--- config.mk ---
export PLATFORM = sky130hd
export DESIGN_NAME = converter_event_latch_register
export DESIGN_NICKNAME = d
export VERILOG_FILES = /design/src/rtl/event_latch_pkg.sv /design/src/rtl/converter_event_latch_register.sv
export SDC_FILE = /design/constraint.sdc
export NUM_CORES = 1
export LEC_CHECK = 0
export ABC_AREA = 1
export ABC_CLOCK_PERIOD_IN_PS = 1900
export BUFFER_PORTS_ARGS = -buffer_cell sky130_fd_sc_hd__clkbuf_2
export CAP_MARGIN = 0
export CORE_MARGIN = 4
export CORE_UTILIZATION = 35
export CTS_CLUSTER_SIZE = 14
export DETAILED_ROUTE_END_ITERATION = 12
export MAX_ROUTING_LAYER = met4
export PLACE_DENSITY_LB_ADDON = 0.2
export SLEW_MARGIN = 20
export SYNTH_ARGS = -nofsm -noshare
export SYNTH_HDL_FRONTEND = slang
export SYNTH_SLANG_ARGS = --single-unit
export TNS_END_PERCENT = 5
--- constraint.sdc ---
create_clock -name core_clk -period 1.9 [get_ports core_clk]
set_input_delay 0.19 -clock core_clk [delete_from_list [all_inputs] [get_ports core_clk]]
set_output_delay 0.19 -clock core_clk [all_outputs]
set_load 0.01 [all_outputs]
--- src/rtl/event_latch_pkg.sv ---
// Constants and types shared by the converter event latch register.
package event_latch_pkg;

    // ------------------------------------------------------------------
    // Two-wire target address and register map
    // ------------------------------------------------------------------
    localparam logic [6:0] TARGET_ADDR = 7'h60;
    localparam logic [7:0] EVENT_REG_ADDR = 8'h0A;
    localparam logic [7:0] FLAGS_RESET = 8'h00;
    localparam logic [7:0] CLEAR_ALL = 8'hFF;
    localparam logic [7:0] UNMAPPED_READ = 8'h00;

    // ------------------------------------------------------------------
    // Event flag bit positions
    // ------------------------------------------------------------------
    localparam int BIT_SHUTDOWN_ENTRY = 7;
    localparam int BIT_WARNING_ENTRY = 6;
    localparam int BIT_LIMIT_ENTRY = 5;
    localparam int BIT_LIMIT_RECOVERY = 4;
    localparam int BIT_UNDERVOLTAGE_FALL = 3;
    localparam int BIT_SHUTDOWN_EXIT = 2;
    localparam int BIT_WARNING_EXIT = 1;
    localparam int BIT_POWER_GOOD_RISE = 0;

    // ------------------------------------------------------------------
    // Synchroniser layout: {scl, sda, monitors}, idle bus is high
    // ------------------------------------------------------------------
    localparam int SYNC_WIDTH = 7;
    localparam logic [6:0] SYNC_RESET = 7'h60;
    localparam int SYNC_SCL = 6;
    localparam int SYNC_SDA = 5;
    localparam logic [3:0] BITS_PER_BYTE = 4'h8;
    localparam logic [3:0] LAST_READ_BIT = 4'h7;

    // Analog condition levels, one bit each, asynchronous to core_clk
    typedef struct packed {
        logic thermalShutdown;
        logic thermalWarning;
        logic currentLimit;
        logic undervoltage;
        logic powerGood;
    } monitor_s;

    typedef enum logic [3:0] {
        IDLE, ADDR, ADDR_ACK, PTR, PTR_ACK, WR, WR_ACK, RD, RD_ACK
    } bus_state_e;

endpackage

--- src/rtl/converter_event_latch_register.sv ---
// Sticky event register of a converter, reached over the two-wire target.
// Function
// - A set flag stays set after its condition ends until host clears it.
// - Writing one to a bit clears it unless its event lands in that cycle; 0xFF clears every flag but those.
// - Bit 7 sets on entry into over-temperature shutdown.
// - Bit 6 sets when die temperature rises above the 120 C warning.
// - Bit 5 sets on entry into over-current or constant-current limit.
// - Bit 4 sets when constant-current limit returns to voltage regulation.
// - Bit 3 sets when the monitored level drops below undervoltage threshold.
// - Bit 2 sets when over-temperature shutdown ends and operation resumes.
// - Bit 1 sets when die temperature drops below 100 C after warning.
// - Bit 0 sets on each rising edge of power good.
// - Register is reached over the two-wire target at address 60h.
`timescale 1ns/1ps

module converter_event_latch_register
    import event_latch_pkg::*;
#(
    parameter int SYNC_DEPTH = 2
) (
    // Clock and reset
    input wire logic core_clk,
    input wire logic rst,
    // Two-wire interface pins
    input wire logic scl,
    input wire logic sdaIn,
    output logic sdaOut,
    output logic sdaOeN,
    // Analog condition levels
    input wire monitor_s monitors,
    // Latched flags for the rest of the device
    output logic [7:0] eventFlags
);

    // ------------------------------------------------------------------
    // Parameter check
    // ------------------------------------------------------------------
    if (SYNC_DEPTH < 2) begin : g_bad_depth
        $error("SYNC_DEPTH must be at least 2");
    end

    function automatic logic isEventReg(input logic [7:0] ptr);
        return ptr == EVENT_REG_ADDR;
    endfunction

    // ------------------------------------------------------------------
    // Input synchronisers
    // ------------------------------------------------------------------
    logic [SYNC_WIDTH-1:0] syncReg [SYNC_DEPTH];
    logic [SYNC_WIDTH-1:0] syncNext [SYNC_DEPTH];
    logic [SYNC_WIDTH-1:0] prevReg;
    logic [SYNC_WIDTH-1:0] prevNext;

    always_comb begin
        syncNext[0] = {scl, sdaIn, monitors};
        for (int i = 1; i < SYNC_DEPTH; i++) begin
            syncNext[i] = syncReg[i-1];
        end
        prevNext = syncReg[SYNC_DEPTH-1];
    end

    always_ff @(posedge core_clk) begin
        if (rst) begin
            for (int i = 0; i < SYNC_DEPTH; i++) begin
                syncReg[i] <= SYNC_RESET;
            end
            prevReg <= SYNC_RESET;
        end else begin
            syncReg <= syncNext;
            prevReg <= prevNext;
        end
    end

    // Only the last stage and its delayed copy are ever looked at
    logic sclS, sdaS, sclP, sdaP;
    monitor_s monS, monP;
    assign sclS = syncReg[SYNC_DEPTH-1][SYNC_SCL];
    assign sdaS = syncReg[SYNC_DEPTH-1][SYNC_SDA];
    assign monS = monitor_s'(syncReg[SYNC_DEPTH-1][4:0]);
    assign sclP = prevReg[SYNC_SCL];
    assign sdaP = prevReg[SYNC_SDA];
    assign monP = monitor_s'(prevReg[4:0]);

    logic sclRise, sclFall, startCond, stopCond;
    assign sclRise = sclS & ~sclP;
    assign sclFall = ~sclS & sclP;
    assign startCond = sclS & sclP & sdaP & ~sdaS;
    assign stopCond = sclS & sclP & ~sdaP & sdaS;

    // ------------------------------------------------------------------
    // Two-wire target
    // ------------------------------------------------------------------
    bus_state_e stateReg, stateNext;
    logic [7:0] shiftReg, shiftNext;
    logic [7:0] ptrReg, ptrNext;
    logic [3:0] bitCntReg, bitCntNext;
    logic readReg, readNext;
    logic sdaOeNReg, sdaOeNNext;
    logic sdaOutReg;
    logic [7:0] clearVec;
    logic [7:0] flagsReg, flagsNext;
    logic [7:0] loadByte;

    assign loadByte = isEventReg(ptrReg) ? flagsReg : UNMAPPED_READ;

    always_comb begin
        stateNext = stateReg;
        shiftNext = shiftReg;
        ptrNext = ptrReg;
        bitCntNext = bitCntReg;
        readNext = readReg;
        sdaOeNNext = sdaOeNReg;
        clearVec = 8'h00;
        if (stopCond) begin
            stateNext = IDLE;
            sdaOeNNext = 1'b1;
        end else if (startCond) begin
            // Repeated start keeps the pointer for a combined read
            stateNext = ADDR;
            bitCntNext = 4'h0;
            sdaOeNNext = 1'b1;
        end else begin
            case (stateReg)
                ADDR, PTR, WR: begin
                    if (sclRise) begin
                        shiftNext = {shiftReg[6:0], sdaS};
                        bitCntNext = bitCntReg + 4'h1;
                    end else if (sclFall && bitCntReg == BITS_PER_BYTE) begin
                        bitCntNext = 4'h0;
                        sdaOeNNext = 1'b0;
                        if (stateReg == ADDR) begin
                            if (shiftReg[7:1] == TARGET_ADDR) begin
                                stateNext = ADDR_ACK;
                                readNext = shiftReg[0];
                            end else begin
                                stateNext = IDLE;
                                sdaOeNNext = 1'b1;
                            end
                        end else if (stateReg == PTR) begin
                            stateNext = PTR_ACK;
                            ptrNext = shiftReg;
                        end else begin
                            stateNext = WR_ACK;
                            ptrNext = ptrReg + 8'h01;
                            if (isEventReg(ptrReg)) begin
                                clearVec = shiftReg;
                            end
                        end
                    end
                end
                ADDR_ACK: begin
                    if (sclFall) begin
                        if (readReg) begin
                            stateNext = RD;
                            shiftNext = loadByte;
                            sdaOeNNext = loadByte[7];
                        end else begin
                            stateNext = PTR;
                            sdaOeNNext = 1'b1;
                        end
                    end
                end
                PTR_ACK, WR_ACK: begin
                    if (sclFall) begin
                        stateNext = WR;
                        sdaOeNNext = 1'b1;
                    end
                end
                RD: begin
                    if (sclFall) begin
                        bitCntNext = bitCntReg + 4'h1;
                        if (bitCntReg == LAST_READ_BIT) begin
                            stateNext = RD_ACK;
                            ptrNext = ptrReg + 8'h01;
                            sdaOeNNext = 1'b1;
                        end else begin
                            shiftNext = {shiftReg[6:0], 1'b0};
                            sdaOeNNext = shiftReg[6];
                        end
                    end
                end
                RD_ACK: begin
                    // Controller NACK ends the read; ACK fetches again
                    if (sclRise && sdaS) begin
                        stateNext = IDLE;
                    end else if (sclFall) begin
                        stateNext = RD;
                        bitCntNext = 4'h0;
                        shiftNext = loadByte;
                        sdaOeNNext = loadByte[7];
                    end
                end
                default: begin
                    stateNext = IDLE;
                    sdaOeNNext = 1'b1;
                end
            endcase
        end
    end

    always_ff @(posedge core_clk) begin
        if (rst) begin
            stateReg <= IDLE;
            shiftReg <= 8'h00;
            ptrReg <= 8'h00;
            bitCntReg <= 4'h0;
            readReg <= 1'b0;
            sdaOeNReg <= 1'b1;
            sdaOutReg <= 1'b0;
        end else begin
            stateReg <= stateNext;
            shiftReg <= shiftNext;
            ptrReg <= ptrNext;
            bitCntReg <= bitCntNext;
            readReg <= readNext;
            sdaOeNReg <= sdaOeNNext;
            sdaOutReg <= 1'b0;
        end
    end

    assign sdaOut = sdaOutReg;
    assign sdaOeN = sdaOeNReg;

    // ------------------------------------------------------------------
    // Event detection and sticky flags
    // ------------------------------------------------------------------
    logic [7:0] setVec;

    always_comb begin
        setVec = 8'h00;
        setVec[BIT_SHUTDOWN_ENTRY] =
            monS.thermalShutdown & ~monP.thermalShutdown;
        setVec[BIT_WARNING_ENTRY] =
            monS.thermalWarning & ~monP.thermalWarning;
        setVec[BIT_LIMIT_ENTRY] =
            monS.currentLimit & ~monP.currentLimit;
        setVec[BIT_LIMIT_RECOVERY] =
            ~monS.currentLimit & monP.currentLimit;
        setVec[BIT_UNDERVOLTAGE_FALL] =
            monS.undervoltage & ~monP.undervoltage;
        setVec[BIT_SHUTDOWN_EXIT] =
            ~monS.thermalShutdown & monP.thermalShutdown;
        setVec[BIT_WARNING_EXIT] =
            ~monS.thermalWarning & monP.thermalWarning;
        setVec[BIT_POWER_GOOD_RISE] =
            monS.powerGood & ~monP.powerGood;
        // Set wins over a clear landing in the same cycle
        flagsNext = (flagsReg & ~clearVec) | setVec;
    end

    always_ff @(posedge core_clk) begin
        if (rst) begin
            flagsReg <= FLAGS_RESET;
        end else begin
            flagsReg <= flagsNext;
        end
    end

    assign eventFlags = flagsReg;

    // ------------------------------------------------------------------
    // Assertions
    // ------------------------------------------------------------------
    sticky_hold_a: assert property (
        @(posedge core_clk) disable iff (rst)
        1'b1 |=> ((($past(flagsReg) & ~$past(clearVec)) & ~flagsReg) == 8'h00))
        else $error("flag dropped without a clearing write");

    w1c_clear_a: assert property (
        @(posedge core_clk) disable iff (rst)
        (clearVec != 8'h00) |=>
            ((flagsReg & $past(clearVec) & ~$past(setVec)) == 8'h00))
        else $error("written one did not clear its flag");

    shutdown_entry_a: assert property (
        @(posedge core_clk) disable iff (rst)
        $rose(monS.thermalShutdown) |=> flagsReg[BIT_SHUTDOWN_ENTRY])
        else $error("shutdown entry not latched");

    warning_edges_a: assert property (
        @(posedge core_clk) disable iff (rst)
        $changed(monS.thermalWarning) |=>
            ($past(monS.thermalWarning) ? flagsReg[BIT_WARNING_ENTRY]
                                        : flagsReg[BIT_WARNING_EXIT]))
        else $error("warning change not latched");

    limit_flags_a: assert property (
        @(posedge core_clk) disable iff (rst)
        $changed(monS.currentLimit) |=>
            ($past(monS.currentLimit) ? flagsReg[BIT_LIMIT_ENTRY]
                                      : flagsReg[BIT_LIMIT_RECOVERY]))
        else $error("limit change not latched");

    uv_fall_a: assert property (
        @(posedge core_clk) disable iff (rst)
        $rose(monS.undervoltage) |=> flagsReg[BIT_UNDERVOLTAGE_FALL])
        else $error("undervoltage fall not latched");

    shutdown_exit_a: assert property (
        @(posedge core_clk) disable iff (rst)
        $fell(monS.thermalShutdown) |=> flagsReg[BIT_SHUTDOWN_EXIT])
        else $error("shutdown exit not latched");

    pg_rise_a: assert property (
        @(posedge core_clk) disable iff (rst)
        (monS.powerGood && !monP.powerGood) ##1 1'b1 |->
            flagsReg[BIT_POWER_GOOD_RISE])
        else $error("power good rise not latched");

    addr_ack_a: assert property (
        @(posedge core_clk) disable iff (rst)
        (stateReg == ADDR_ACK) |-> (shiftReg[7:1] == TARGET_ADDR)
            && !sdaOeNReg)
        else $error("acknowledged a foreign address");

    set_wins_a: assert property (
        @(posedge core_clk) disable iff (rst)
        (setVec != 8'h00) |=> ((flagsReg & $past(setVec)) == $past(setVec)))
        else $error("event lost against a clear");

    reset_zero_a: assert property (
        @(posedge core_clk) rst |=> (flagsReg == FLAGS_RESET))
        else $error("flags not zero after reset");

endmodule // converter_event_latch_register

# [After elaboration in Yosys (flattened, before gate mapping)]
# Cells that the tools add are included.
[totals] out_inout_bits=10 reg_bits=55 word_cells=154 in_bits=9
[classes] bitwise_logic=33 n_eq_ne=35 n_reduce_logical=16 muxes=57 n_addsub=2
[op_table] cell="$mux W8" n=22
[op_table] cell="$mux W4" n=15
[op_table] cell="$pmux W8 S4" n=1
[op_table] cell="$reduce_and A7 Y1" n=4
[op_table] cell="$ne A3 B3 Y1 const B" n=9
[op_table] cell="$ne A2 B2 Y1 const B" n=12
[op_table] cell="$eq A4 B3 Y1 const B" n=5
[op_table] cell="$pmux W4 S5" n=1
[op_table] cell="$pmux W8 S2" n=1
[op_table] cell="$and A1 B1 Y1" n=15
[op_table] cell="$not A1 Y1" n=15
[op_table] cell="$mux W1" n=12
[op_table] cell="$pmux W4 S3" n=1
[op_table] cell="$reduce_and A10 Y1" n=1
[op_table] cell="$add A8 B1 Y8 const B" n=1
[op_table] cell="$and A8 B8 Y8" n=1
[op_table] cell="$eq A4 B2 Y1 const B" n=2
[op_table] cell="$eq A4 B4 Y1 const B" n=2
[op_table] cell="$eq A8 B4 Y1 const B" n=1
[op_table] cell="$ne A4 B4 Y1 const B" n=2
[op_table] cell="$not A8 Y8" n=1
[op_table] cell="$or A8 B8 Y8" n=1
[op_table] cell="$reduce_and A8 Y1" n=1
[op_table] cell="$reduce_bool A4 Y1" n=2
[op_table] cell="11 further kinds" n=15

# [Longest topological paths before layout]
# Gate-level depths: netlist of run 1.
[depth] depth_word=12 depth_mapped=13 mapped_depth_nobuf=12

# [Least setup slack after synthesis of run 1]
# No wires, ideal clock.
[synth_timing] path_type="register to register" startpoint="register bitCntReg[0]" endpoint="register ptrReg[5]" setup_slack_ns=0.444 required_ns=1.790 setup_time_ns=0.110 t_arrival_ns=1.345 period_less_slack_ns=1.456 stages_incl_launch_ff=13 n_path_buf=1 cell_sequence="dfxtp_1 -> inv_1 -> ha_1 -> nand3_1 -> nor2_4 -> inv_2 -> nand2_1 -> nand2_1 -> nor2_4 -> buf_6 -> nand3_1 -> nand2_1 -> nor2_2"
[synth_via] elab_chain_len=4 word_cells_on_any_way=6 classes_between="eq/ne: 4; reduce/logical: 2"
[synth_lines] element="start, declared" line_no="converter_event_latch_register.sv:96" text="logic [3:0] bitCntReg, bitCntNext;"
[synth_lines] element="start signal, assigned" line_no="converter_event_latch_register.sv:214" text="bitCntReg <= bitCntNext;"
[synth_lines] element="$eq A4 B4 Y1" line_no="converter_event_latch_register.sv:128" text="end else if (sclFall && bitCntReg == BITS_PER_BYTE) begin"
[synth_lines] element="$logic_and A1 B1 Y1" line_no="converter_event_latch_register.sv:128"
[synth_lines] element="$ne A2 B2 Y1 (no line)"
[synth_lines] element="$reduce_and A8 Y1 (no line) *"
[synth_lines] element="end signal, assigned" line_no="converter_event_latch_register.sv:213" text="ptrReg <= ptrNext;"
[synth_lines] element="end, declared" line_no="converter_event_latch_register.sv:95" text="logic [7:0] ptrReg, ptrNext;"
# Every way passes the cells marked *; elsewhere a longest branch is shown, timed or not.
# A chain may end at the register's enable or synchronous reset.

# [Worst setup path after layout of run 1]
[layout_timing] startpoint="register bitCntReg[0]" endpoint="register ptrReg[4]"
# The elaborated chain is that of the path after synthesis.

==> results by group, run 1 <==
Run status
  – Outcome: finished clean

Cells and area
  – # fillers: 856
  – ANT cells: 0
  – Area growth from synthesis to layout: 10.4%
  – Share of layout cells above drive strength 1: 0.156
  – Layout net count: 455
  – Cell Count, Final, Fillers Out: 545

GRT
  – Largest net degree at the start of global routing: 28
  – Global-route wire length before repair: 11.1 mm
  – Met3 Usage GRT: 0.0250
  – Vias in the first global route: 2404
  – Met1 usage: 0.195
  – Met2 Use GR: 0.220
  – Initial antenna violation count: 0
  – GR peak layer: met2
  – Total Routing Usage GR: 0.143
  – Grt ovf: 0

Setup path
  – Worst Setup SP: bitCntReg[0]$_SDFFE_PP0P_
  – Crit end category: flip-flop
  – Delay-heaviest family, CP: simple AND/OR/NAND/NOR gates
  – Cell Chain, Critical Path: inv_1 -> ha_1 -> nand3_1 -> nor2_4 -> inv_2 -> nand2_1 -> nand2_2 -> nor2_4 -> buf_4 -> nand3_1 -> a21oi_1
  – CP endpoint: ptrReg[4]$_SDFFE_PP0P_
  – Stages on the worst setup path: 11
  – Cells on worst reg2reg path: 11
  – Crit path buffers/inverters: 3
  – Reg-to-Reg End: ptrReg[4]$_SDFFE_PP0P_
  – Reg2reg setup slack: 190 ps
  – Kind of critical path: flip-flop to flip-flop
  – Worst setup SP type: flip-flop
  – Crit path DAT: 1950 ps
  – CP Max Fanout: 5
  – Reg2reg start: bitCntReg[0]$_SDFFE_PP0P_
  – CP max stage cell: dfxtp_1
  – Max incr delay on CP: 340 ps
  – CP Data Required Time: 2150 ps

Routing
  – Avg Vias per Cell: 4.73
  – First-pass DRT Iterations: 4
  – DR WL/cell: 11.8 um
  – DRC viols: 0
  – DR iter-0 viols: 108
  – Vias post-DR: 2578
  – Antenna-violating nets left: 0
  – WL final: 6.45 mm

Die
  – Die ar.: 9560 um^2
  – Die Y: 97.8 um
  – Top-Level Pins: 19
  – Starting Density: 0.363
  – Die W: 97.8 um
  – Core area: 7770 um^2
  – Row count: 32

Clocking
  – Clock sink count: 55
  – Root buf cell: clkbuf_8
  – TritonCTS Buffers: 5
  – Post-cts hold buffer count: 0
  – CTS tree: yes
  – Worst-skew pair later-pin latency: 310 ps
  – H-tree Lvls: 2
  – Clock-pin transition on the worst setup and hold timing paths: 110 ps
  – Clk buf depth: 2

STA
  – Final Critical Period: 1710 ps
  – RSZ-0062 raised after global routing: no
  – Slew Limit Fails: 0
  – Setup_tns: 0 ps
  – Fmax: 0.586 GHz
  – Fin. Hold Viols: 0
  – Final setup violation count: 0
  – Tcrit/Tclk final: 0.898
  – Fin Clk Skew: 8.07 ps

Yosys
  – Post-synth ARST share: 0
  – Netlist cell types: 32
  – Top post-synthesis cells by count: nand2_1, nor2_1, inv_1
  – Synthesis-stage register bit count: 55
  – Count leader, synth: nand2_1
  – Yosys top cell area share: 0.390
  – Post-synth EDFFs: 0
  – Gate Count Post-Synth: 421
  – Mapped Area: 2820 um^2
  – Post-synthesis average cell area: 6.70 um^2
  – Dominant cells by area after synthesis: dfxtp_1, nand2_1, nor2_1
  – Most used flip-flop cell after synthesis: dfxtp_1
  – Register area share after synthesis: 0.390
  – YS warnings: 0
  – Post-Syn Nets: 434
  – Post-synth top area cell: dfxtp_1

Pwr
  – Clk network pwr share: 0.293
  – Pwr/cell area: 739 nW/um^2
  – Worst VDD drop: 0.437 mV
  – Pint: 1.61 mW
  – Pleak: 1.45 nW
  – Power share of the sequential group: 0.550
  – Comb pwr share: 0.157
  – Switch share: 0.300
  – P_sw: 690 uW

Min path
  – HP Class: input port to flip-flop

Placed design
  – # port buffers: 17
  – Routability cong.: 0.886
  – Placed cell count: 534
  – DP HPWL: 4.75 mm

Flow run
  – Max_cap viols: 0
-- per-stage QoR --
step / power [mW] / util / area (um^2) / worst slack (ps) / hold WS, ps
6_report: 2.30 / 0.401 / 3110 / 194 / 49.6
2_1_floorplan: 1.56 / - / 2820 / 444 / 294
5_1_grt: 2.44 / 0.401 / 3110 / 13.6 / 37.9
3_5_place_dp: 1.64 / 0.386 / 3000 / 174 / 378
3_3_place_gp: 1.65 / 0.386 / 3000 / 231 / 378
4_1_cts: 2.33 / 0.398 / 3090 / 146 / 40.3
-- cells in the final DEF (no fill, tap or decap), drive strengths merged --
cell | netlist | routed
ha | 4 | 4
conb | 1 | 1
o21ai | 27 | 27
buf | 7 | 6
nand3b | 1 | 1
a31oi | 1 | 1
a21oi | 18 | 18
clkbuf | 3 | 22
nand4 | 4 | 4
dfxtp | 55 | 55
nand3 | 41 | 41
a21o | 1 | 1
clkinvlp | 0 | 1
xnor2 | 1 | 1
xor2 | 2 | 2
nand2 | 106 | 106
or2 | 4 | 4
o31ai | 1 | 1
clkinv | 1 | 2
o22ai | 5 | 5
nor2 | 71 | 72
nor3 | 3 | 3
inv | 62 | 63
o211ai | 2 | 2
-- worst reg2reg max path, delay by kind of cell, from the launching register on --
| kind | cells | cell delay [ps] |
|---|---|---|
| AOI/OAI and AO/OA | 1 | 140 |
| adders and majority gates | 1 | 150 |
| buffers and inverters | 3 | 300 |
| DFF | 1 | 340 |
| and+or+nand+nor | 6 | 720 |
-- worst min-delay path by stage --
stage                     cells past startpoint  slack [ps]                      to        start
final                                         3          50  syncNext[3]$_SDFF_PP0_  monitors[3]
after global routing                          3          40  syncNext[1]$_SDFF_PP0_  monitors[1]
after CTS                                     3          40  syncNext[3]$_SDFF_PP0_  monitors[3]
after detailed placement                      2         380  syncNext[5]$_SDFF_PP1_        sdaIn
after global placement                        2         380  syncNext[5]$_SDFF_PP1_        sdaIn
after floorplan                               1         290  syncNext[5]$_SDFF_PP1_        sdaIn
-- metal layers --
metal	vias to the layer above	share of wire
met5	-	0
met4	0	0.0087
met3	6	0.042
met2	57	0.45
met1	1153	0.50
li1	1362	-
-- timing repair --
| item | in CTS | in global routing |
|---|---|---|
| setup buffers | 0 | 2 |
| resized for setup | 0 | 1 |
| endpoints found under the setup margin | 0 | 3 |
-- power by group through the flow --
| stage | sequential, mW | combinational, mW | clock, mW |
|---|---|---|---|
| 6_report | 1.27 | 0.361 | 0.675 |
| 5_1_grt | 1.28 | 0.415 | 0.751 |
| 4_1_cts | 1.27 | 0.353 | 0.708 |
| 3_5_place_dp | 1.29 | 0.351 | 0 |
| 3_3_place_gp | 1.29 | 0.355 | 0 |
| 2_1_floorplan | 1.28 | 0.278 | 0 |
-- cell type report --
cell class	instances	area, um^2	area share
Timing Repair Buffer	23	130	0.0418
Multi-Input combinational cell	294	1420	0.457
Clock inverter	3	23.8	0.00764
Tap cell	102	128	0.0410
Clock buffer	5	68.8	0.0221
Sequential cell	55	1100	0.354
Inverter	63	238	0.0764
-- registers in the layout, summed over array words and instances, names as in the netlist --
| name | flops |
|---|---|
| shiftReg | 8 |
| syncNext | 7 |
| bitCntReg | 4 |
| prevNext | 7 |
| ptrReg | 8 |
| prevReg | 7 |
| stateReg | 4 |
| readReg | 1 |
| eventFlags | 8 |
| sdaOeN | 1 |
-- kinds of logic (layout without fill, tap and decap cells) --
logic type	Yosys count	after routing	synth area share
AO/OA/AOI/OAI	55	55	0.104
buffers and inverters	73	94	0.108
other	1	1	0.00133
XOR/XNOR	3	3	0.00932
adder cells (fa/ha/maj)	4	4	0.0177
AND/OR/NAND/NOR	230	231	0.370
flip-flops	55	55	0.390
Power figures use the tool's default switching activity.
==> run 2, diff against run 1 <==
--- a/config.mk
+++ b/config.mk
@@ -10,7 +10,7 @@
 export BUFFER_PORTS_ARGS = -buffer_cell sky130_fd_sc_hd__clkbuf_2
 export CAP_MARGIN = 0
 export CORE_MARGIN = 4
-export CORE_UTILIZATION = 35
+export CORE_UTILIZATION = 60
 export CTS_CLUSTER_SIZE = 14
 export DETAILED_ROUTE_END_ITERATION = 12
 export MAX_ROUTING_LAYER = met4
==> results by group, run 2 (synthesis results as in run 1) <==
Clocking
  – Clock-pin transition on the worst setup and hold timing paths: 100 ps
  – Root buf cell: clkbuf_8
  – Clk buf depth: 2
  – Worst-skew pair later-pin latency: 310 ps
  – Clock sink count: 55
  – H-tree Lvls: 2
  – CTS tree: yes
  – CTS resizes: 0
  – TritonCTS Buffers: 5

Routing
  – WL final: 5.99 mm
  – Vias post-DR: 2564
  – First-pass DRT Iterations: 4
  – DR iter-0 viols: 173
  – DR WL/cell: 12.1 um
  – DRC viols: 0
  – Antenna-violating nets left: 0
  – Avg Vias per Cell: 5.18

Pwr
  – Pwr/cell area: 784 nW/um^2
  – Tot Pwr: 2.41 mW
  – Pleak: 1.47 nW
  – Worst VDD drop: 0.671 mV

STA
  – Fin Clk Skew: 2.92 ps
  – Final setup violation count: 0
  – Hold_ws: 58.0 ps
  – Fmax: 0.577 GHz
  – Slew Limit Fails: 0
  – Final Critical Period: 1730 ps
  – RSZ-0062 raised after global routing: no
  – Tcrit/Tclk final: 0.912
  – Setup_tns: 0 ps
  – Fin. Hold Viols: 0

GRT
  – Grt ovf: 0
  – Initial antenna violation count: 0
  – Total Routing Usage GR: 0.218
  – Vias in the first global route: 2284
  – Global-route wire length before repair: 10.3 mm
  – Largest net degree at the start of global routing: 26

Placed design
  – Cell Area, Placed: 2930 um^2
  – Placed cell count: 484
  – DP HPWL: 4.49 mm
  – # port buffers: 17
  – Routability cong.: 0.928

Setup path
  – Worst Setup SP: bitCntReg[0]$_SDFFE_PP0P_
  – Worst setup SP type: flip-flop
  – CP Data Required Time: 2150 ps
  – Reg2reg start: bitCntReg[0]$_SDFFE_PP0P_
  – Cells on worst reg2reg path: 11
  – Crit path DAT: 1980 ps
  – CP Max Fanout: 8
  – Reg-to-Reg End: ptrReg[4]$_SDFFE_PP0P_
  – Crit end category: flip-flop
  – CP endpoint: ptrReg[4]$_SDFFE_PP0P_
  – Kind of critical path: flip-flop to flip-flop
  – Reg2reg setup slack: 170 ps

Die
  – Die W: 76.6 um
  – Top-Level Pins: 19
  – Row count: 24
  – Die Y: 76.6 um
  – Core area: 4440 um^2
  – Starting Density: 0.635
  – Die ar.: 5860 um^2

Cells and area
  – ANT cells: 0
  – Share of layout cells above drive strength 1: 0.151
  – Most common cell after layout, fill and taps aside: nand2_1
  – Area growth from synthesis to layout: 8.78%
  – # fillers: 378
  – Cell Count, Final, Fillers Out: 495
  – Most frequent cells in the layout: nand2_1, nor2_1, inv_1
  – Layout net count: 455
  – Final instance area: 3070 um^2

Run status
  – Outcome: finished clean

Flow run
  – Max_cap viols: 0

Min path
  – HP Class: input port to flip-flop
## run 2: final cells by class
type / count / area [um^2] / area share
Tap cell: 52 / 65.1 / 0.0212
Sequential cell: 55 / 1100 / 0.359
Inverter: 63 / 238 / 0.0775
Clock inverter: 2 / 38.8 / 0.0126
Multi-Input combinational cell: 293 / 1420 / 0.461
Clock buffer: 6 / 72.6 / 0.0237
Timing Repair Buffer: 24 / 138 / 0.0449
## run 2: per-stage QoR
stage               setup slack, ps  utilization
floorplan                       444            -
global placement                244        0.660
detailed placement              208        0.660
CTS                             179        0.685
global route                   23.9        0.690
finish                          168        0.690
## run 2: worst min-delay path by stage
stage / cells past startpoint / slack, ps / end / startpoint
floorplan: 1 / 290 / syncNext[5]$_SDFF_PP1_ / sdaIn
CTS: 2 / 50 / syncNext[6]$_SDFF_PP1_ / scl
detailed placement: 2 / 370 / syncNext[6]$_SDFF_PP1_ / scl
finish: 3 / 60 / syncNext[1]$_SDFF_PP0_ / monitors[1]
global route: 2 / 40 / syncNext[6]$_SDFF_PP1_ / scl
global placement: 2 / 370 / syncNext[6]$_SDFF_PP1_ / scl
## run 2: power by group
group	total (mW)	internal, mW	leakage [nW]	switching, mW
combinational	0.360	0.128	0.961	0.232
sequential	1.26	1.22	0.450	0.0480
clock	0.781	0.399	0.0558	0.382
total	2.41	1.74	1.47	0.663
## run 2: worst max-delay path: stages (launching register included)
cell and delay (ps):
dfxtp_1 340, inv_1 100, ha_1 150, nand3_1 110
nor2_4 120, inv_2 50, nand2_1 90, nand2_1 100
nor2_4 210, buf_4 160, nand3_1 80, a21oi_1 150
## run 2: what timing repair did
action                                  CTS  global route
setup buffers                             0             3
hold buffers                              0             0
endpoints found under the setup margin    0             1
## run 2: per-layer routing
layer,vias up,share of wire,global-route usage
li1,1364,-,-
met1,1131,0.48,0.278
met2,60,0.46,0.348
met3,9,0.049,0.0473
met4,0,0.014,0.0616
met5,-,0,-
